<file path="config.mk">
export PLATFORM = sky130hd
export DESIGN_NAME = smcsr_regs
export DESIGN_NICKNAME = d
export VERILOG_FILES = /design/src/rtl/smcsr_pkg.sv /design/src/rtl/smcsr_regs.sv
export SDC_FILE = /design/constraint.sdc
export NUM_CORES = 1
export LEC_CHECK = 0
export ABC_AREA = 1
export ABC_CLOCK_PERIOD_IN_PS = 4500
export BUFFER_PORTS_ARGS = -buffer_cell sky130_fd_sc_hd__buf_2
export CAP_MARGIN = 15
export CORE_ASPECT_RATIO = 1.25
export CORE_UTILIZATION = 64
export CTS_CLUSTER_SIZE = 10
export DETAILED_ROUTE_END_ITERATION = 8
export PLACE_DENSITY_LB_ADDON = 0.1
export SLEW_MARGIN = 10
export SYNTH_ARGS = -nofsm -noshare
export SYNTH_HDL_FRONTEND = slang
export SYNTH_SLANG_ARGS = --single-unit
</file>
<file path="constraint.sdc">
create_clock -name i_clk -period 4.5 [get_ports i_clk]
set_clock_uncertainty 0.05 [all_clocks]
set_input_delay 0.225 -clock i_clk [delete_from_list [all_inputs] [get_ports i_clk]]
set_output_delay 0.225 -clock i_clk [all_outputs]
set_load 0.05 [all_outputs]
</file>
<file path="src/rtl/smcsr_pkg.sv">
package smcsr_pkg;
    ////////////////////////////////////////////////////////////////////////
    // Register addresses
    localparam logic [4:0]  ADDR_LINK_CONTROL = 5'h00;
    localparam logic [4:0]  ADDR_LINK_STATUS  = 5'h01;

    ////////////////////////////////////////////////////////////////////////
    // Control field positions
    localparam int          CTL_POWER_DOWN    = 11;
    localparam int          CTL_ISOLATE       = 10;
    localparam int          CTL_RESTART_NEG   = 9;
    localparam int          CTL_DUPLEX        = 8;
    localparam int          CTL_COL_TEST      = 7;
    localparam int          CTL_SPEED_MSB     = 6;
    localparam int          CTL_UNIDIR_EN     = 5;

    // Control and link-latch reset values
    localparam logic        RST_POWER_DOWN    = 1'b0;
    localparam logic        RST_ISOLATE       = 1'b1;
    localparam logic        RST_SPEED_MSB     = 1'b1;
    localparam logic        RST_UNIDIR_EN     = 1'b0;
    localparam logic        RST_LINK_LATCH    = 1'b0;

    // Status field positions and constant content
    localparam int          STS_LINK          = 2;
    localparam logic [15:0] STS_CONST         = 16'h01C0;

    ////////////////////////////////////////////////////////////////////////
    // Management frame layout
    localparam logic [1:0]  OP_WRITE          = 2'h1;
    localparam logic [1:0]  OP_READ           = 2'h2;
    localparam logic [4:0]  HDR_LAST          = 5'h0B;
    localparam logic [4:0]  DATA_LAST         = 5'h0F;
    localparam logic [4:0]  TA_LAST           = 5'h01;
endpackage : smcsr_pkg

</file>
<file path="src/rtl/smcsr_regs.sv">
`timescale 1ns/10ps
module smcsr_regs #(
    parameter bit HAS_XCVR = 1'b1
) (
    input  wire logic       i_clk,
    input  wire logic       i_rst,
    input  wire logic       i_ce,
    input  wire logic       i_lock_lost,
    input  wire logic       i_soft_rst,
    input  wire logic       i_ctrl_mode,
    input  wire logic [4:0] i_phy_addr,
    input  wire logic       i_link_up,
    input  wire logic       i_mdc,
    input  wire logic       i_mdio,
    output logic            o_mdio,
    output logic            o_mdio_oe,
    output logic            o_low_power,
    output logic            o_isolate,
    output logic            o_restart_neg,
    output logic            o_unidir_en
);
    typedef enum logic [2:0] {
        S_IDLE, S_START, S_HDR, S_TA, S_RDATA, S_WDATA
    } smcsr_state_t;

    ////////////////////////////////////////////////////////////////////////
    // Pin synchronisers; a level counts once stages two and three agree
    logic [2:0]   mdc_sync_r;
    logic [2:0]   mdc_sync_nxt;
    logic [2:0]   mdio_sync_r;
    logic [2:0]   mdio_sync_nxt;
    logic         mdc_lvl_r;
    logic         mdc_lvl_nxt;
    logic         mdio_lvl_r;
    logic         mdio_lvl_nxt;
    logic         mdc_rise;

    always_comb begin
        mdc_sync_nxt  = {mdc_sync_r[1:0], i_mdc};
        mdio_sync_nxt = {mdio_sync_r[1:0], i_mdio};
        mdc_lvl_nxt   = mdc_lvl_r;
        mdio_lvl_nxt  = mdio_lvl_r;
        mdc_rise      = 1'b0;
        if (mdc_sync_r[1] == mdc_sync_r[2]) begin
            mdc_lvl_nxt = mdc_sync_r[2];
            mdc_rise    = mdc_sync_r[2] & ~mdc_lvl_r;
        end
        if (mdio_sync_r[1] == mdio_sync_r[2]) begin
            mdio_lvl_nxt = mdio_sync_r[2];
        end
    end

    always_ff @(posedge i_clk or posedge i_rst) begin
        if (i_rst) begin
            mdc_sync_r  <= 3'h0;
            mdio_sync_r <= 3'h7;
            mdc_lvl_r   <= 1'b0;
            mdio_lvl_r  <= 1'b1;
        end else if (i_ce) begin
            mdc_sync_r  <= mdc_sync_nxt;
            mdio_sync_r <= mdio_sync_nxt;
            mdc_lvl_r   <= mdc_lvl_nxt;
            mdio_lvl_r  <= mdio_lvl_nxt;
        end
    end

    ////////////////////////////////////////////////////////////////////////
    // Frame engine and register bank
    smcsr_state_t state_r;
    smcsr_state_t state_nxt;
    logic [4:0]   cnt_r;
    logic [4:0]   cnt_nxt;
    logic [15:0]  shift_r;
    logic [15:0]  shift_nxt;
    logic [1:0]   op_r;
    logic [1:0]   op_nxt;
    logic [4:0]   reg_addr_r;
    logic [4:0]   reg_addr_nxt;
    logic         match_r;
    logic         match_nxt;
    logic         mdio_r;
    logic         mdio_nxt;
    logic         mdio_oe_r;
    logic         mdio_oe_nxt;
    logic         pd_r;
    logic         pd_nxt;
    logic         iso_r;
    logic         iso_nxt;
    logic         spd_r;
    logic         spd_nxt;
    logic         uni_r;
    logic         uni_nxt;
    logic         restart_r;
    logic         restart_nxt;
    logic         link_r;
    logic         link_nxt;
    logic [15:0]  ctl_word;
    logic [15:0]  sts_word;
    logic [15:0]  rd_word;
    logic         core_rst;
    logic         wr_ctl;
    logic         rd_sts;

    assign core_rst = i_lock_lost | i_soft_rst;

    always_comb begin
        ctl_word = 16'h0000;
        ctl_word[smcsr_pkg::CTL_POWER_DOWN] = pd_r;
        ctl_word[smcsr_pkg::CTL_ISOLATE]    = iso_r;
        ctl_word[smcsr_pkg::CTL_DUPLEX]     = 1'b1;
        ctl_word[smcsr_pkg::CTL_SPEED_MSB]  =
            i_ctrl_mode ? spd_r : 1'b1;
        ctl_word[smcsr_pkg::CTL_UNIDIR_EN]  = uni_r;
        // Constants cover bits 15:3 and 1:0 of status
        sts_word = smcsr_pkg::STS_CONST;
        sts_word[smcsr_pkg::STS_LINK] = link_r;
        case (reg_addr_r)
            smcsr_pkg::ADDR_LINK_CONTROL: rd_word = ctl_word;
            smcsr_pkg::ADDR_LINK_STATUS:  rd_word = sts_word;
            default:                      rd_word = 16'h0000;
        endcase
    end

    always_comb begin
        state_nxt    = state_r;
        cnt_nxt      = cnt_r;
        shift_nxt    = shift_r;
        op_nxt       = op_r;
        reg_addr_nxt = reg_addr_r;
        match_nxt    = match_r;
        mdio_nxt     = mdio_r;
        mdio_oe_nxt  = mdio_oe_r;
        wr_ctl       = 1'b0;
        rd_sts       = 1'b0;
        if (mdc_rise) begin
            case (state_r)
                S_IDLE: begin
                    // Preamble may be suppressed, so any zero starts a frame
                    if (!mdio_lvl_r) begin
                        state_nxt = S_START;
                    end
                end
                S_START: begin
                    state_nxt = mdio_lvl_r ? S_HDR : S_IDLE;
                    cnt_nxt   = 5'h00;
                end
                S_HDR: begin
                    shift_nxt = {shift_r[14:0], mdio_lvl_r};
                    cnt_nxt   = cnt_r + 5'h01;
                    if (cnt_r == smcsr_pkg::HDR_LAST) begin
                        op_nxt       = shift_r[10:9];
                        reg_addr_nxt = {shift_r[3:0], mdio_lvl_r};
                        match_nxt    = (shift_r[8:4] == i_phy_addr);
                        cnt_nxt      = 5'h00;
                        state_nxt    = S_TA;
                    end
                end
                S_TA: begin
                    cnt_nxt = cnt_r + 5'h01;
                    if (cnt_r == 5'h00) begin
                        if (match_r && op_r == smcsr_pkg::OP_READ) begin
                            mdio_nxt    = 1'b0;
                            mdio_oe_nxt = 1'b1;
                        end
                    end else if (cnt_r == smcsr_pkg::TA_LAST) begin
                        cnt_nxt = 5'h00;
                        if (mdio_oe_r) begin
                            shift_nxt = {rd_word[14:0], 1'b0};
                            mdio_nxt  = rd_word[15];
                            state_nxt = S_RDATA;
                            rd_sts    = (reg_addr_r ==
                                         smcsr_pkg::ADDR_LINK_STATUS);
                        end else begin
                            state_nxt = S_WDATA;
                        end
                    end
                end
                S_RDATA: begin
                    cnt_nxt   = cnt_r + 5'h01;
                    mdio_nxt  = shift_r[15];
                    shift_nxt = {shift_r[14:0], 1'b0};
                    if (cnt_r == smcsr_pkg::DATA_LAST) begin
                        mdio_nxt    = 1'b1;
                        mdio_oe_nxt = 1'b0;
                        state_nxt   = S_IDLE;
                    end
                end
                S_WDATA: begin
                    cnt_nxt   = cnt_r + 5'h01;
                    shift_nxt = {shift_r[14:0], mdio_lvl_r};
                    if (cnt_r == smcsr_pkg::DATA_LAST) begin
                        // Status and unmapped writes fall through unused
                        wr_ctl = match_r && op_r == smcsr_pkg::OP_WRITE &&
                                 reg_addr_r ==
                                 smcsr_pkg::ADDR_LINK_CONTROL;
                        state_nxt = S_IDLE;
                    end
                end
                default: begin
                    state_nxt   = S_IDLE;
                    mdio_oe_nxt = 1'b0;
                end
            endcase
        end
    end

    // Control and status bank
    logic [15:0] wr_word;

    always_comb begin
        wr_word     = {shift_r[14:0], mdio_lvl_r};
        pd_nxt      = pd_r;
        iso_nxt     = iso_r;
        spd_nxt     = spd_r;
        uni_nxt     = uni_r;
        restart_nxt = 1'b0;
        if (wr_ctl) begin
            pd_nxt      = pd_r | wr_word[smcsr_pkg::CTL_POWER_DOWN];
            iso_nxt     = wr_word[smcsr_pkg::CTL_ISOLATE];
            uni_nxt     = wr_word[smcsr_pkg::CTL_UNIDIR_EN];
            restart_nxt = wr_word[smcsr_pkg::CTL_RESTART_NEG];
            if (i_ctrl_mode) begin
                spd_nxt = wr_word[smcsr_pkg::CTL_SPEED_MSB];
            end
        end
        // A drop in the same cycle as the reload still latches zero
        if (rd_sts) begin
            link_nxt = i_link_up;
        end else begin
            link_nxt = link_r & i_link_up;
        end
        if (!i_link_up) begin
            link_nxt = 1'b0;
        end
    end

    always_ff @(posedge i_clk or posedge i_rst) begin
        if (i_rst) begin
            state_r       <= S_IDLE;
            cnt_r         <= 5'h00;
            shift_r       <= 16'h0000;
            op_r          <= 2'h0;
            reg_addr_r    <= 5'h00;
            match_r       <= 1'b0;
            mdio_r        <= 1'b1;
            mdio_oe_r     <= 1'b0;
            pd_r          <= smcsr_pkg::RST_POWER_DOWN;
            iso_r         <= smcsr_pkg::RST_ISOLATE;
            spd_r         <= smcsr_pkg::RST_SPEED_MSB;
            uni_r         <= smcsr_pkg::RST_UNIDIR_EN;
            restart_r     <= 1'b0;
            link_r        <= smcsr_pkg::RST_LINK_LATCH;
            o_low_power   <= 1'b0;
            o_isolate     <= smcsr_pkg::RST_ISOLATE;
            o_unidir_en   <= smcsr_pkg::RST_UNIDIR_EN;
        end else if (i_ce) begin
            state_r       <= state_nxt;
            cnt_r         <= cnt_nxt;
            shift_r       <= shift_nxt;
            op_r          <= op_nxt;
            reg_addr_r    <= reg_addr_nxt;
            match_r       <= match_nxt;
            mdio_r        <= mdio_nxt;
            mdio_oe_r     <= mdio_oe_nxt;
            if (core_rst) begin
                // Synchronous core resets restore defaults like i_rst
                pd_r        <= smcsr_pkg::RST_POWER_DOWN;
                iso_r       <= smcsr_pkg::RST_ISOLATE;
                spd_r       <= smcsr_pkg::RST_SPEED_MSB;
                uni_r       <= smcsr_pkg::RST_UNIDIR_EN;
                restart_r   <= 1'b0;
                link_r      <= smcsr_pkg::RST_LINK_LATCH;
                o_low_power <= 1'b0;
                o_isolate   <= smcsr_pkg::RST_ISOLATE;
                o_unidir_en <= smcsr_pkg::RST_UNIDIR_EN;
            end else begin
                pd_r        <= pd_nxt;
                iso_r       <= iso_nxt;
                spd_r       <= spd_nxt;
                uni_r       <= uni_nxt;
                restart_r   <= restart_nxt;
                link_r      <= link_nxt;
                o_low_power <= pd_nxt & HAS_XCVR;
                o_isolate   <= iso_nxt;
                o_unidir_en <= uni_nxt;
            end
        end
    end

    assign o_mdio        = mdio_r;
    assign o_mdio_oe     = mdio_oe_r;
    assign o_restart_neg = restart_r;
endmodule : smcsr_regs

</file>
======== Word-level counts from Yosys, hierarchy flattened ========
Cells that the tools add are included.
operators by class
  add/subtract/negate cells ............... 1
  multipliers ............................. 0
  div/mod/pow operators ................... 0
  order comparisons ....................... 0
  equal/unequal tests ..................... 26
  shifts and indexed selects .............. 0
  mux-type cells .......................... 51
  bitwise logic cells ..................... 6
  reductions and logical operators ........ 24
operators with widths
  operator               number
  $mux W16               3
  $pmux W16 S3           1
  $mux W1                33
  $pmux W12 S2           1
  $pmux W5 S4            1
  $reduce_and A6 Y1      3
  $ne A2 B2 Y1 const B   8
  $mux W3                5
  $mux W5                3
  $pmux W3 S5            1
  $eq A5 B1 Y1 const B   2
  $eq A5 B4 Y1 const B   2
  $logic_not A5 Y1       2
  $ne A3 B3 Y1 const B   3
  $reduce_and A7 Y1      1
  $eq A3 B2 Y1 const B   2
  $eq A3 B3 Y1 const B   2
  $reduce_and A2 Y1      3
  $reduce_and A3 Y1      2
  $reduce_bool A2 Y1     3
  $add A5 B1 Y5 const B  1
  $eq A5 B5 Y1           1
  $reduce_and A4 Y1      1
  $reduce_bool A4 Y1     1
  other kinds (16)       23
word-level totals
  register bits after elaboration ......... 48
  latch bits .............................. 0
  bits in writable memories ............... 0
  memory bits (read-only) ................. 0
  input bits .............................. 14
  output and inout port bits .............. 6
  logic and storage cells ................. 126
  memories ................................ 0

======== Longest topological paths before layout ========
Gate-level depths: netlist (run 1).
  depth in word-level cells ............... 9
  mapped depth ............................ 11
  gate-level depth less buffers ........... 11

======== Worst setup path after synthesis (run 1) ========
OpenSTA, ideal clock, no wires.
  path kind ............................... flip-flop to flip-flop
  from .................................... reg cnt_r[0]
  to ...................................... reg shift_r[4]
  setup time .............................. 0.117 ns
  arrival ................................. 1.440 ns
  slack ................................... 2.893 ns
  cell stages (with the launch flop) ...... 12
  period minus slack after synthesis ...... 1.607 ns
  cell sequence ........................... dfrtp_1 > inv_1 > ha_1 > nor2_1 > nand3_1 > nand2_2 > nand2_2 > nor2_8 > inv_4 > buf_6 > nand2_1 > nand2_1
between the ends
  cells in the longest elaborated chain, start to end .. 3
ends and longest elaborated chain
  what                                              line                                  RTL
  from (decl)                                       smcsr_regs.sv:71                      logic [4:0] cnt_r;
  from (signal assigned)                            smcsr_regs.sv:258                     cnt_r <= cnt_nxt;
  $eq A5 B1 Y1 or $logic_not A5 Y1 (tied branches)  smcsr_regs.sv:165, smcsr_regs.sv:160
  $ne A2 B2 Y1 (no line)                            n/a
  $reduce_and A6 Y1 (no line) *                     n/a
  to (signal assigned)                              smcsr_regs.sv:259                     shift_r <= shift_nxt;
  to (decl)                                         smcsr_regs.sv:73                      logic [15:0] shift_r;
Mark *: on every way between the ends. The rest lies on a longest branch, timed or not.
A chain may end at the register's enable or synchronous reset.

======== Final worst setup path (run 1) ========
  from .................................... reg cnt_r[0]
  to ...................................... reg uni_r
between the ends
  cells in the longest elaborated chain, start to end .. 6
ends and longest elaborated chain
  what                          line               RTL
  $eq A5 B4 Y1                  smcsr_regs.sv:191  if (cnt_r == smcsr_pkg::DATA_LAST) begin
  $mux W1                       smcsr_regs.sv:191
  $mux W1                       smcsr_regs.sv:136  case (state_r)
  $mux W1                       smcsr_regs.sv:135  if (mdc_rise) begin
  $reduce_bool A2 Y1 (no line)  n/a
  $reduce_and A2 Y1 (no line)   n/a
  to (signal assigned)          smcsr_regs.sv:250  uni_r <= smcsr_pkg::RST_UNIDIR_EN;
  to (signal assigned)          smcsr_regs.sv:270  uni_r <= smcsr_pkg::RST_UNIDIR_EN;
  to (signal assigned)          smcsr_regs.sv:280  uni_r <= uni_nxt;
  to (decl)                     smcsr_regs.sv:91   logic uni_r;
Every way passes these cells.

==> metrics.md, run 1 <==
| Metric | Value |
|---|---|
| Wire per inst | `12.9 um` |
| Initial antenna violation count | `0` |
| Post-placement cell area | `0.00276 mm2` |
| Layout cells sized above 1 | `13.6%` |
| Worst skew pair latency | `roughly 0.31 ns` |
| # fillers | `approximately 320` |
| Max IR drop VDD | `about 270 uV` |
| Worst-Margin Slew | `between 0.9 and 1 ns` |
| Largest net degree at the start of global routing | `49` |
| Yosys cell types | `25` |
| CP endpoint kind | `register` |
| Final setup viols | `0` |
| Sequential fraction of the synthesis area | `45.9%` |
| Pwr/cell area | `421 mW/mm2` |
| CTS root buffer | `clkbuf_8` |
| CP Cell Sequence | `ha_1 > nand2_1 > nor2_1 > ha_1 > nand4_1 > nor2_1 > nand3_1 > nor2_1 > nand2_1 > nand2_1` |
| Hold Fails Final Rpt | `0` |
| Mapped cell area | `about 0.0026 mm2` |
| Cts bufs inserted | `5` |
| Yosys reg bits | `48` |
| Syn-to-layout area delta | `8.88%` |
| CP startpoint kind | `register` |
| Final slew viol count | `0` |
| Period utilisation layout | `43.5%` |
| CTS max path bufs | `2` |
| Iter 0 DRT Violations | `163` |
| First-pass GRT wire length | `9450 um` |
| Setup Buffers After CTS | `0` |
| PortBufs | `19` |
| Placer Congestion | `0.880` |
| Core area | `~0.0038 mm2` |
| Hold bufs inserted after CTS | `0` |
| Setup WS pre-CTS | `2.60 ns` |
| Slew HR | `34.4%` |
| FF/Latch Area | `about 0.0012 mm2` |
| GRT Total Usage | `29.2%` |
| Min Tclk post-route | `around 2.0 ns` |
| Final ANT Viol Nets | `0` |
| IO Pins | `20` |
| WL final | `5600 um` |
| Final worst slack | `2.54 ns` |
| Die area | `between 0.004 and 0.005 mm2` |
| Syn Nets | `380` |
| Vias per inst | `5.31` |
| Vias in the first global route | `around 2200` |
| Slowest CP cell | `dfrtp_1` |
| CTS H-Tree Depth | `2` |
| CP max FO | `5` |
| DRC | `0` |
| Synthesized instance count | `roughly 360` |
| Critical Path Max Stage Delay | `roughly 0.43 ns` |
| Design area | `around 0.0029 mm2` |
| FMAX | `a little over 500 MHz` |
| Clock tree from TritonCTS | `done` |
| Synth Area per Inst | `about 7.3 um2` |
| Setup CP Type | `reg -> reg` |
| CP required | `around 4.7 ns` |
| Status | `finished, final reports clean` |
| Yosys warning total | `0` |
| Static leakage | `around 1.6 nW` |
| Area of the multi-input gates | `0.00121 mm2` |
| Post_cts resized | `0` |
| Critical path data arrival time | `2.16 ns` |
| Total number of vias | `2312` |
| HPWL after detailed placement | `approximately 4200 um` |
| Worst Hold Class | `in -> reg` |
| Layout Nets | `around 400` |
| Clk sinks | `48` |
| Chip width | `between 50 and 60 um` |
| Initial core utilization | `between 60 and 70%` |
| TritonRoute pass-1 iters | `7` |
| Clock-pin transition on the worst setup and hold timing paths | `roughly 0.090 ns` |
| Grt ovf | `0` |
| Number of diodes | `0` |
| Setup tns final | `0 ns` |
| RSZ-0062 raised after global routing | `no` |
| Number of max-cap violations | `0` |
| Std cell rows | `25` |
| DIE HEIGHT | `73.8 um` |
cells in the mapped netlist (all sizes together):
master | count | area (um2)
a21oi | 11 | 55.1
buf | 6 | 51.3
clkinv | 1 | 3.75
dfrtp | 41 | 1030
dfstp | 7 | 184
ha | 7 | 87.6
inv | 43 | 164
nand2 | 134 | 515
nand3 | 40 | 205
nand4 | 4 | 25.0
nor2 | 38 | 164
nor3 | 4 | 20.0
o21ai | 17 | 85.1
or2 | 1 | 6.26
xnor2 | 3 | 26.3
xor2 | 2 | 17.5
state kept, by name, indices dropped and copies added, names as in the netlist, 2 cells and up:
name / flops
shift_r: 16
cnt_r: 5
reg_addr_r: 5
mdc_sync_r: 3
mdio_sync_r: 3
state_r: 3
op_r: 2
power breakdown:
group | internal, W | switching, W | total (W)
sequential | 0.000490 | 0.0000674 | 0.000557
combinational | 0.000109 | 0.000220 | 0.000329
clock | 0.000167 | 0.000155 | 0.000322
layout by cell type, fill, tap and decap left out:
cell type and instances:
a21oi_1 11, buf_2 19, buf_4 1, bufinv_16 1
clkbuf_8 5, clkinv_1 1, clkinvlp_4 1, dfrtp_1 41
dfstp_2 7, ha_1 7, inv_1 36, inv_2 6
inv_4 1, inv_6 1, nand2_1 129, nand2_2 5
nand3_1 39, nand3_2 1, nand4_1 4, nor2_1 35
nor2_2 2, nor2_8 1, nor3_1 4, o21ai_0 12
o21ai_1 5, or2_2 1, xnor2_1 3, xor2_1 2
final cells by class:
class,instances,share of cell area (%)
Clock inverter,3,1.61
Multi-Input combinational cell,261,42.1
Timing Repair Buffer,20,3.57
Sequential cell,48,42.2
Inverter,44,5.84
Tap cell,54,2.35
Clock buffer,5,2.40
worst paths after layout:
check	slack, ns	cells after the start	from	end
setup / recovery	2.54	10	cnt_r[0]	uni_r
setup reg to reg	2.54	10	cnt_r[0]	uni_r
min in group asynchronous	0.08	2	i_rst	mdc_lvl_r
max in group asynchronous	3.71	2	i_rst	cnt_r[1]
hold reg to reg	0.41	2	o_mdio	o_mdio
hold / removal	0.06	3	i_mdio	mdio_sync_r[0]
worst max-delay path: cells and delay by family (launching register included):
| kind | cells | cell delay (ns) |
|---|---|---|
| fa+ha+maj | 2 | 0.47 |
| flops | 1 | 0.43 |
| simple gates | 8 | 0.94 |
through the flow:
step / hold slack, ns / total power [W] / instances / utilization [%]
finish: 0.0591 / 0.00121 / 435 / 74.6
global route: 0.0919 / 0.00128 / 435 / 74.6
CTS: 0.0597 / 0.00121 / 435 / 74.6
detailed placement: 0.387 / 0.000890 / 427 / 71.6
global placement: 0.380 / 0.000879 / 427 / 71.6
floorplan: 0.270 / 0.000818 / 359 / -
kinds of logic (layout without fill, tap and decap cells):
logic type      Yosys count  in the layout  synth area share, %
flops                    48             48                 45.9
buf+inv                  50             72                 8.31
simple gates            221            221                 35.5
fa+ha+maj                 7              7                 3.32
xor+xnor                  5              5                 1.66
compound gates           28             28                 5.32
metal layers:
layer  global-route usage [%]  routed length, um
met2                     48.1               2880
met4                     13.2                108
met3                     5.46                210
met1                     37.0               2400
met5                        0                  0
Power figures use the tool's default switching activity.
==> inputs of run 2 (changes only) <==
Settings changed: ABC_CLOCK_PERIOD_IN_PS 4500 to 1870, CORE_UTILIZATION 64 to 60.
Clock period 4.5 ns to 1.87 ns, I/O delays scaled along.
==> metrics.md, run 2 (synthesized netlist as in run 1, its figures left out) <==
| Metric | Value |
|---|---|
| Initial antenna violation count | `0 (unchanged)` |
| CTS root buffer | `clkbuf_8 (unchanged)` |
| Static leakage | `1.66 nW (was 1.56 nW)` |
| Layout Nets | `423 (was 401)` |
| DIE HEIGHT | `76.1 um (was 73.8 um)` |
| Std cell rows | `26 (was 25)` |
| CP max FO | `5 (unchanged)` |
| Iter 0 DRT Violations | `136 (was 163)` |
| Clk sinks | `48 (unchanged)` |
| Worst-Margin Slew | `0.551 ns (was 0.983 ns)` |
| CTS H-Tree Depth | `2 (unchanged)` |
| Initial core utilization | `63.3% (was 68.5%)` |
| HPWL after detailed placement | `4270 um (was 4160 um)` |
| # fillers | `346 (was 322)` |
| Reg with most FFs | `shift_r (unchanged)` |
| Final setup viols | `0 (unchanged)` |
| WL final | `6090 um (was 5600 um)` |
| Largest regs | `shift_r (16), cnt_r (5), reg_addr_r (5) (unchanged)` |
| DRC | `0 (unchanged)` |
| Total Power | `0.00302 W (was 0.00121 W)` |
| Largest net degree at the start of global routing | `26 (was 49)` |
| R2r startpoint | `cnt_r[0] (unchanged)` |
| Hold Startpoint | `i_ctrl_mode (was i_mdio)` |
| First-pass GRT wire length | `9690 um (was 9450 um)` |
| Reg2reg end | `shift_r[4] (was uni_r)` |
| Max IR drop VDD | `657 uV (was 269 uV)` |
| Hold depth | `4 (was 3)` |
| Syn-to-layout area delta | `18.4% (was 8.88%)` |
| Number of diodes | `0 (unchanged)` |
| Chip width | `61.3 um (was 59.4 um)` |
| Final slew viol count | `0 (unchanged)` |
| Commonest non-fill, non-tap cell in the layout | `nand2_1 (unchanged)` |
| Wire per inst | `13.3 um (was 12.9 um)` |
| Min Tclk post-route | `1.77 ns (was 1.96 ns)` |
| FMAX | `566 MHz (was 511 MHz)` |
| Cts bufs inserted | `5 (unchanged)` |
| CTS max path bufs | `2 (unchanged)` |
| CP required | `2.07 ns (was 4.70 ns)` |
| Worst Hold Class | `in -> reg (unchanged)` |
| Number of max-cap violations | `0 (unchanged)` |
| Vias per inst | `5.16 (was 5.31)` |
| GRT Total Usage | `27.8% (was 29.2%)` |
| Vias in the first global route | `2248 (was 2180)` |
| PortBufs | `19 (unchanged)` |
| Grt ovf | `0 (unchanged)` |
| Period utilisation layout | `94.6% (was 43.5%)` |
| Pwr/cell area | `968 mW/mm2 (was 421 mW/mm2)` |
| Max FFs per register | `16 (unchanged)` |
| Critical path data arrival time | `1.97 ns (was 2.16 ns)` |
| Design area | `0.00312 mm2 (was 0.00287 mm2)` |
| Placer Congestion | `0.865 (was 0.880)` |
| Worst skew pair latency | `0.31 ns (about the same)` |
| Hold Fails Final Rpt | `0 (unchanged)` |
| Clock-pin transition on the worst setup and hold timing paths | `0.09 ns (about the same)` |
| Worst hold endpoint | `spd_r (was mdio_sync_r[0])` |
| Layout cells sized above 1 | `20.1% (was 13.6%)` |
| Commonest non-fill, non-tap cells in the layout | `nand2_1, dfrtp_1, nand3_1 (unchanged)` |
| Final ANT Viol Nets | `0 (unchanged)` |
| Total number of vias | `2370 (was 2312)` |
| Status | `finished, final reports clean (unchanged)` |
| Post-placement cell area | `0.00281 mm2 (was 0.00276 mm2)` |
| Hold Slack | `0.0188 ns (was 0.0591 ns)` |
| R2R Setup Slk | `0.10 ns (was 2.54 ns)` |
| Clock tree from TritonCTS | `done (unchanged)` |
| Core area | `0.00416 mm2 (was 0.00385 mm2)` |
| Die area | `0.00466 mm2 (was 0.00438 mm2)` |
| Worst r2r path cells | `11 (was 10)` |
| Setup CP Type | `reg -> reg (unchanged)` |
| CP startpoint kind | `register (unchanged)` |
| TritonRoute pass-1 iters | `4 (was 7)` |
| CP endpoint kind | `register (unchanged)` |
| IO Pins | `20 (unchanged)` |
| Slew HR | `63.2% (was 34.4%)` |
-- run 2: what timing repair did --
item                                    4_1_cts  5_1_grt
endpoints found under the hold margin        25        0
gates resized for setup                       2       24
hold buffers                                  5        0
pin swaps                                     2       13
endpoints found under the setup margin        5       24
cloned                                        0        2
setup buffers                                 3        5
-- run 2: layout make-up --
cell class                      count  area [um2]  share of cell area, %
Clock buffer                        6        72.6                   2.32
Timing Repair inverter              1        6.26                  0.200
Clock inverter                      2        16.3                  0.521
Sequential cell                    48        1210                   38.8
Multi-Input combinational cell    262        1290                   41.4
Tap cell                           56        70.1                   2.24
Timing Repair Buffer               40         280                   8.98
Inverter                           44         173                   5.53
-- run 2: power by group --
part | switching [W] | internal (W) | total (W) | leakage [nW]
clock | 0.000358 | 0.000266 | 0.000624 | 0.0414
combinational | 0.000639 | 0.000405 | 0.00104 | 1.00
sequential | 0.000173 | 0.00118 | 0.00135 | 0.611
-- run 2: metrics by stage --
step	TNS (ns)	utilization, %	std cells	setup slack [ns]
floorplan	0	-	359	0.263
global placement	-0.0349	67.5	436	-0.0207
detailed placement	-0.247	67.5	436	-0.0857
CTS	0	71.5	452	0.0134
global route	-0.146	75.0	459	-0.0345
finish	0	75.0	459	0.102
-- run 2: worst max path at each step --
stage                          endpoint  slack (ns)  startpoint
after floorplan              shift_r[4]        0.26    cnt_r[0]
after global placement    o_restart_neg       -0.02    cnt_r[0]
after detailed placement  o_restart_neg       -0.09    cnt_r[0]
after CTS                 o_restart_neg        0.01    cnt_r[1]
after global routing              uni_r       -0.03    cnt_r[1]
final                        shift_r[4]        0.10    cnt_r[0]
-- run 2: metal layers --
layer  up-vias  GRT usage, %  part of all wire, %
met5         -             0                    0
met4         0          10.2                  2.3
met3        14          3.74                  3.4
met2        53          45.7                   53
met1      1097          36.4                   41
li1       1206             -                    -
-- run 2: worst max-delay path, cell delays in order, from the launching register on --
cell,delay [ns]
dfrtp_1,0.41
buf_6,0.12
inv_2,0.04
ha_4,0.15
nor2_1,0.09
nand3_1,0.12
nand2_2,0.13
nand2_4,0.08
nor2_8,0.22
buf_6,0.14
nand3_1,0.07
nand2_1,0.07
